<file path="config.mk">
export PLATFORM = sky130hd
export DESIGN_NAME = qdsu_device_flat
export DESIGN_NICKNAME = d
export VERILOG_FILES = /design/src/qdsu_pkg.sv /design/src/qdsu_link_if.sv /design/src/qdsu_device.sv /design/src/flat_wrapper.sv
export VERILOG_INCLUDE_DIRS = /design/src
export SDC_FILE = /design/constraint.sdc
export NUM_CORES = 1
export LEC_CHECK = 0
export CORE_MARGIN = 4
export CORE_UTILIZATION = 52
export CTS_CLUSTER_SIZE = 24
export DETAILED_ROUTE_END_ITERATION = 10
export DONT_BUFFER_PORTS = 1
export PLACE_DENSITY_LB_ADDON = 0.08
export SYNTH_ARGS = -nofsm -noshare
export SYNTH_HDL_FRONTEND = slang
export SYNTH_SLANG_ARGS = --single-unit
</file>
<file path="constraint.sdc">
create_clock -name i_clk -period 9.6 [get_ports i_clk]
set_clock_uncertainty 0.1 [all_clocks]
set_input_delay 1.92 -clock i_clk [delete_from_list [all_inputs] [get_ports i_clk]]
set_output_delay 1.92 -clock i_clk [all_outputs]
set_load 0.01 [all_outputs]
</file>
<file path="src/qdsu_regs.svh">
// qdsu_regs.svh: frame layout, encodings and timing constants of the quad converter link
// assumes: included by the package user files; definitions only
`ifndef QDSU_REGS_SVH
`define QDSU_REGS_SVH
`define QDSU_FRAME_BITS      24
`define QDSU_ADDR_HI_POS     23
`define QDSU_ADDR_LO_POS     22
`define QDSU_LOAD_ALL_POS    21
`define QDSU_LOAD_SEL_POS    20
`define QDSU_UNUSED_POS      19
`define QDSU_CHAN_HI_POS     18
`define QDSU_CHAN_LO_POS     17
`define QDSU_PD_FLAG_POS     16
`define QDSU_PD_MODE_HI_POS  15
`define QDSU_PD_MODE_LO_POS  14
`define QDSU_ZERO_SCALE      16'h0000
`define QDSU_MID_SCALE       16'h8000
`define QDSU_PD_NONE         2'h0
`define QDSU_PD_1K           2'h1
`define QDSU_PD_100K         2'h2
`define QDSU_PD_HIZ          2'h3
`define QDSU_SCLK_HALF_DIV   4
`endif

</file>
<file path="src/qdsu_pkg.sv">
// qdsu_pkg.sv: types shared by both ends of the quad converter serial link
// assumes: compiled before the interface and the end modules
package qdsu_pkg;
  // one holding buffer or output register: power-down state plus code
  typedef struct packed {
    logic [1:0]  pd_mode;
    logic [15:0] code;
  } qdsu_chan_type;
endpackage

</file>
<file path="src/qdsu_link_if.sv">
// qdsu_link_if.sv: three-wire serial link plus update strobe and port disable between host and converter
// assumes: host drives frame select, serial clock and data; device only listens
`timescale 1ns/100ps
interface qdsu_link_if;
  logic sync_n;
  logic sclk;
  logic sdata;
  logic update_strobe;
  logic port_disable;
  modport host_mp (
    output sync_n,
    output sclk,
    output sdata,
    output update_strobe,
    output port_disable
  );
  modport dev_mp (
    input sync_n,
    input sclk,
    input sdata,
    input update_strobe,
    input port_disable
  );
endinterface

</file>
<file path="src/qdsu_device.sv">
// qdsu_device.sv: converter end; frame decode, holding buffers, output registers
// assumes: all link pins are asynchronous to i_clk, sclk period well above 4 i_clk periods
`timescale 1ns/100ps
`include "qdsu_regs.svh"
module qdsu_device
  import qdsu_pkg::*;
#(
  parameter int FRAME_BITS = `QDSU_FRAME_BITS,
  parameter int CHANNELS   = 4
)
(
  // clock and reset
  input  wire logic        i_clk,
  input  wire logic        i_sys_rst,
  // straps
  input  wire logic [1:0]  i_addr_sel,
  input  wire logic        i_reset_level_select,
  // link
  qdsu_link_if.dev_mp      link,
  // converter outputs, channel A in the low slice
  output logic [63:0]      o_out_code,
  output logic [7:0]       o_out_pd_mode,
  output logic             o_frame_done
);

  // ports and shifter are sized for one frame length and four channels only
  initial begin
    if (FRAME_BITS != 24 || CHANNELS != 4) begin
      $error("qdsu_device: only 24-bit frames and four channels are built");
    end
  end

  ////////////////////////////////////////////////////////////////////////////
  // two-flop synchronisers; stage one is read only by stage two
  // sdata rides the same stages as sclk, so each bit is seen with its edge
  // limitation: sclk must stay high and low for at least four i_clk periods
  logic [4:0] meta_r;
  logic [4:0] sync_r;
  logic [1:0] last_r;
  always_ff @(posedge i_clk or posedge i_sys_rst) begin
    if (i_sys_rst) begin
      meta_r <= 5'h01;
      sync_r <= 5'h01;
      last_r <= 2'h0;
    end else begin
      meta_r <= {link.port_disable, link.update_strobe, link.sdata, link.sclk, link.sync_n};
      sync_r <= meta_r;
      last_r <= {sync_r[3], sync_r[1]};
    end
  end

  wire logic frame_n   = sync_r[0];
  wire logic sclk_fall = last_r[0] & ~sync_r[1];
  wire logic strobe_up = ~last_r[1] & sync_r[3];
  wire logic listening = ~sync_r[4];

  ////////////////////////////////////////////////////////////////////////////
  // shift register, msb first, sampled on the falling sclk edge
  logic [23:0] shift_r;
  logic [4:0]  count_r;
  logic        active_r;
  wire logic   take_bit = active_r & ~frame_n & sclk_fall & listening;
  // dropping active on port disable keeps a half-seen frame from landing
  wire logic   last_bit = take_bit & (count_r == 5'(FRAME_BITS - 1));
  wire logic [23:0] frame = {shift_r[22:0], sync_r[2]};

  always_ff @(posedge i_clk or posedge i_sys_rst) begin
    if (i_sys_rst) begin
      shift_r  <= 24'h000000;
      count_r  <= 5'h00;
      active_r <= 1'b0;
    end else if (frame_n | ~listening) begin
      // frame select high clears partial frame
      shift_r  <= 24'h000000;
      count_r  <= 5'h00;
      active_r <= listening;
    end else if (last_bit) begin
      active_r <= 1'b0;
      count_r  <= 5'h00;
    end else if (take_bit) begin
      shift_r <= frame;
      count_r <= count_r + 5'd1;
    end
  end

  ////////////////////////////////////////////////////////////////////////////
  // frame decode
  wire logic       addr_ok  = ({frame[`QDSU_ADDR_HI_POS], frame[`QDSU_ADDR_LO_POS]} == i_addr_sel);
  wire logic       do_frame = last_bit & addr_ok;
  wire logic       ld_all   = frame[`QDSU_LOAD_ALL_POS];
  wire logic       ld_sel   = frame[`QDSU_LOAD_SEL_POS];
  wire logic [1:0] chan     = {frame[`QDSU_CHAN_HI_POS], frame[`QDSU_CHAN_LO_POS]};
  wire logic       pd_flag  = frame[`QDSU_PD_FLAG_POS];
  // pd flag: bits 15:14 become the state, bit 13 ignored, 00 read as high-z
  wire logic [1:0] pd_bits  = {frame[`QDSU_PD_MODE_HI_POS], frame[`QDSU_PD_MODE_LO_POS]};
  qdsu_chan_type   new_word;
  assign new_word.pd_mode = pd_flag ? ((pd_bits == 2'h0) ? `QDSU_PD_HIZ : pd_bits)
                                    : `QDSU_PD_NONE;
  assign new_word.code    = frame[15:0];

  ////////////////////////////////////////////////////////////////////////////
  // holding buffers and output registers
  qdsu_chan_type hold_r [4];
  qdsu_chan_type out_r  [4];
  logic          pending_rst_r;
  wire qdsu_chan_type reset_word = '{pd_mode: `QDSU_PD_NONE,
    code: i_reset_level_select ? `QDSU_MID_SCALE : `QDSU_ZERO_SCALE};

  function automatic logic [3:0] chan_onehot(input logic [1:0] sel);
    chan_onehot = 4'h1 << sel;
  endfunction

  wire logic [3:0] chan_hit  = chan_onehot(chan);
  wire logic [3:0] write_buf = do_frame ? chan_hit : 4'h0;
  wire logic [3:0] load_new  = (do_frame & (ld_all | ld_sel)) ? chan_hit : 4'h0;
  // a frame load wins over a strobe arriving in the same cycle
  wire logic [3:0] load_held = (do_frame & ld_all) ? ~chan_hit
                             : (strobe_up ? 4'hF : 4'h0);

  // strap read once, on the first edge after reset release
  always_ff @(posedge i_clk or posedge i_sys_rst) begin
    if (i_sys_rst) begin
      pending_rst_r <= 1'b1;
    end else begin
      pending_rst_r <= 1'b0;
    end
  end

  always_ff @(posedge i_clk or posedge i_sys_rst) begin
    if (i_sys_rst) begin
      o_frame_done <= 1'b0;
    end else begin
      o_frame_done <= do_frame;
    end
  end

  // holding buffers
  always_ff @(posedge i_clk or posedge i_sys_rst) begin
    if (i_sys_rst) begin
      for (int i = 0; i < 4; i++) begin
        hold_r[i] <= '0;
      end
    end else begin
      for (int i = 0; i < 4; i++) begin
        if (pending_rst_r) begin
          hold_r[i] <= reset_word;
        end else if (write_buf[i]) begin
          hold_r[i] <= new_word;
        end
      end
    end
  end

  // output registers; a buffer left alone reloads its own value on strobe
  always_ff @(posedge i_clk or posedge i_sys_rst) begin
    if (i_sys_rst) begin
      for (int i = 0; i < 4; i++) begin
        out_r[i] <= '0;
      end
    end else begin
      for (int i = 0; i < 4; i++) begin
        if (pending_rst_r) begin
          out_r[i] <= reset_word;
        end else if (load_new[i]) begin
          out_r[i] <= new_word;
        end else if (load_held[i]) begin
          out_r[i] <= hold_r[i];
        end
      end
    end
  end

  ////////////////////////////////////////////////////////////////////////////
  // outputs from flops
  always_ff @(posedge i_clk or posedge i_sys_rst) begin
    if (i_sys_rst) begin
      o_out_code    <= 64'h0000000000000000;
      o_out_pd_mode <= 8'h00;
    end else begin
      for (int i = 0; i < 4; i++) begin
        o_out_code[16*i +: 16]  <= out_r[i].code;
        o_out_pd_mode[2*i +: 2] <= out_r[i].pd_mode;
      end
    end
  end

endmodule

</file>
<file path="src/flat_wrapper.sv">
// flat-port wrapper written by rule: the top's interface ports become plain ports
module qdsu_device_flat import qdsu_pkg::*;
#(
  parameter int FRAME_BITS = `QDSU_FRAME_BITS,
  parameter int CHANNELS   = 4
)
  (i_clk, i_sys_rst, i_addr_sel, i_reset_level_select, o_out_code, o_out_pd_mode, o_frame_done, link_sync_n, link_sclk, link_sdata, link_update_strobe, link_port_disable);
  qdsu_link_if link_i ();
  input  wire logic i_clk;
  input  wire logic i_sys_rst;
  input  wire logic [1:0] i_addr_sel;
  input  wire logic i_reset_level_select;
  output logic [63:0] o_out_code;
  output logic [7:0] o_out_pd_mode;
  output logic o_frame_done;
  input wire logic [$bits(link_i.sync_n)-1:0] link_sync_n;
  input wire logic [$bits(link_i.sclk)-1:0] link_sclk;
  input wire logic [$bits(link_i.sdata)-1:0] link_sdata;
  input wire logic [$bits(link_i.update_strobe)-1:0] link_update_strobe;
  input wire logic [$bits(link_i.port_disable)-1:0] link_port_disable;
  assign link_i.sync_n = link_sync_n;
  assign link_i.sclk = link_sclk;
  assign link_i.sdata = link_sdata;
  assign link_i.update_strobe = link_update_strobe;
  assign link_i.port_disable = link_port_disable;
  qdsu_device #(.FRAME_BITS(FRAME_BITS), .CHANNELS(CHANNELS)) u_core (.i_clk(i_clk), .i_sys_rst(i_sys_rst), .i_addr_sel(i_addr_sel), .i_reset_level_select(i_reset_level_select), .link(link_i), .o_out_code(o_out_code), .o_out_pd_mode(o_out_pd_mode), .o_frame_done(o_frame_done));
endmodule
</file>
==> reports/qor.yml <==
status: "complete, no violations"
combinationalPowerShare_pct: 2.6
final_common_cell: "nand2_1"
r2r_cells: 6
hold_viol_final: 0
start_kind: "primary input"
layout_common_cells: "nand2_1, dfrtp_1, a21oi_1"
rsz0062_at_grt: "no"
slew_violations: 0
wirelength_um: 21200
antenna_found_initial: 0
nets: 882
worst_pin_slew_ps: 1370
clk_latency_ps: 520
drtAntennaViolNets: 0
setup_tns_ps: 0
switching_power_w: 0.000449
synthArstFlopShare_pct: 100
die_x_um: 146
grt_usage_pct: 19.9
utilization_pct: 57.0
totalPowerFinal_w: 0.00211
finalWeightedCongestion: 0.769
dp_hpwl_um: 13000
grt_max_degree: 109
fin_crit_ps: 3990
hold-worst-slack_ps: 250
r2r_setup_slack_ps: 6360
post_drt_wl_per_cell_um: 18.9
clockBufferDepth: 3
cts-buffers-inserted: 27
die_h_um: 146
cts_num_sinks: 259
syn_inst: 909
numPortBuffers: 0
start_util_pct: 53.1
p_int_w: 0.00166
dieArea_mm2: 0.0214
swShare_pct: 21.2
cts_hold_buf: 0
crit_end: "u_core.out_r[62]$_DFFE_PP0P_"
postCtsResizedCells: 0
timing.rr.end: "u_core.out_r[62]$_DFFE_PP0P_"
r2r-start: "u_core.count_r[0]$_DFFE_PP0P_"
htree_levels: 1
antennaDiodeCount: 0
hold_class: "flip-flop to flip-flop"
worst-path-max-fanout: 18
sequentialPowerShare_pct: 52.5
arrival_ps: 4280
grt_overflow: 0
end_kind: "flip-flop"
via_count: 6283
coreArea_mm2: 0.0188
drv_cap: 0
layout-drive-gt1-share_pct: 6.54
period_share_pct: 41.6
critPathKind: "primary input to flip-flop"
synth_area_per_cell_um2: 11.0
post-cts-setup-buffer-count: 0
synth_area_mm2: 0.00997
ys.flop_type: "dfrtp_1"
yosys_register_bits: 259
cts_tree: "done"
drc: 0
required_ps: 9880
area_growth_pct: 7.36
synth_warnings: 0
synthDistinctLibCells: 44
drt_iter0_drc: 531
first_pass_iters: 5
clockPowerShare_pct: 44.9
ir_drop_mv: 0.122
via_per_inst: 5.60
startpoint: "i_addr_sel[1]"
relSlewSlack_pct: 8.31
yosysSeqAreaShare_pct: 65.1
root_buffer: "clkbuf_16"
synth_edf_count: 0
num_io_pins: 83
placement_rows: 50
clkTransAtPathRegs_ps: 60
p_leak_nw: 4.96
fmax_ghz: 0.250
grt_pass1_wl_um: 34400
grt_pass1_vias: 6189
synth.net_count: 920
powerDensity_mw_per_mm2: 197
setup_violations: 0
cell families after synthesis:
| group | count (synthesis) | synth area share (%) |
|---|---|---|
| compound gates | 187 | 10.2 |
| buf+inv | 78 | 4.39 |
| mux | 68 | 6.83 |
| flops | 259 | 65.1 |
| fa+ha+maj | 1 | 0.125 |
| xor+xnor | 3 | 0.264 |
| simple gates | 312 | 13.1 |
| other cells | 1 | 0.0376 |
per-layer routing:
layer / up-vias / share of wire [%] / wire (µm) / track usage, %
met5: - / 0 / 0 / 0
met4: 0 / 1.7 / 350 / 5.22
met3: 25 / 5.3 / 1130 / 3.51
met2: 173 / 47 / 10000 / 32.1
met1: 3154 / 46 / 9680 / 28.3
li1: 2931 / - / - / -
how the worst min path moves through the flow:
| stage | from | endpoint | cells past startpoint |
|---|---|---|---|
| detailed placement | u_core.meta_r[2]$_DFF_PP0_ | u_core.sync_r[2]$_DFF_PP0_ | 0 |
| CTS | u_core.meta_r[2]$_DFF_PP0_ | u_core.sync_r[2]$_DFF_PP0_ | 0 |
| global route | u_core.meta_r[2]$_DFF_PP0_ | u_core.sync_r[2]$_DFF_PP0_ | 0 |
| global placement | u_core.meta_r[3]$_DFF_PP0_ | u_core.sync_r[3]$_DFF_PP0_ | 0 |
| floorplan | u_core.meta_r[1]$_DFF_PP0_ | u_core.sync_r[1]$_DFF_PP0_ | 0 |
| finish | u_core.meta_r[2]$_DFF_PP0_ | u_core.sync_r[2]$_DFF_PP0_ | 0 |
power by group through the flow:
stage          combinational, W  clock [W]  sequential (W)
2_1_floorplan         0.0000477          0         0.00113
3_3_place_gp          0.0000560          0         0.00113
3_5_place_dp          0.0000577          0         0.00113
4_1_cts               0.0000578   0.000974         0.00111
5_1_grt               0.0000645    0.00103         0.00111
6_report              0.0000557   0.000948         0.00111
sequential cells by signal (all words and copies together), names as in the netlist:
register and flops:
u_core.o_frame_done 1, u_core.pending_rst_r 1, u_core.hold_r 72, u_core.out_r 72, u_core.o_out_pd_mode 8, u_core.o_out_code 64
u_core.active_r 1, u_core.shift_r 23, u_core.count_r 5, u_core.last_r 2, u_core.sync_r 5, u_core.meta_r 5
critical path: stages:
cell and delay (ps):
xnor2_1 270, and4_1 500, nand3_1 920, mux2i_1 540
o21ai_0 120
stage by stage:
stage	worst slack [ps]	area, µm²	instances
finish	5610	10700	1121
global route	5430	10700	1121
CTS	5640	10700	1121
detailed placement	5090	9900	1076
global placement	5160	9900	1076
floorplan	458	9970	909
synth_stat cells (4+ instances only):
| cell | number | area share [%] |
|---|---|---|
| buf_6 | 10 | 1.1 |
| o21ai_2 | 10 | 0.88 |
| nand3_1 | 7 | 0.35 |
| or2_1 | 4 | 0.25 |
| nor3_1 | 4 | 0.20 |
| a211oi_1 | 4 | 0.30 |
| o21ai_1 | 30 | 1.5 |
| o21ai_0 | 28 | 1.4 |
| buf_2 | 19 | 0.95 |
| o31a_1 | 4 | 0.35 |
| buf_4 | 12 | 0.90 |
| a21oi_1 | 104 | 5.2 |
| inv_1 | 6 | 0.23 |
| nor2b_1 | 4 | 0.25 |
| buf_1 | 6 | 0.23 |
| clkbuf_1 | 24 | 0.90 |
| nand2_1 | 257 | 9.7 |
| dfrtp_1 | 256 | 64 |
| nand3b_1 | 4 | 0.30 |
| mux2i_1 | 68 | 6.8 |
| nand4_1 | 4 | 0.25 |
| nor2_1 | 13 | 0.49 |
layout make-up:
class	count	area, µm²
Clock inverter	2	16.3
Clock buffer	43	786
Timing Repair Buffer	5	37.5
Tap cell	234	293
Inverter	6	30.0
Fill cell	1602	8070
Sequential cell	259	6480
Multi-Input combinational cell	572	3050
Note: power is estimated with default switching activity, not from simulation.
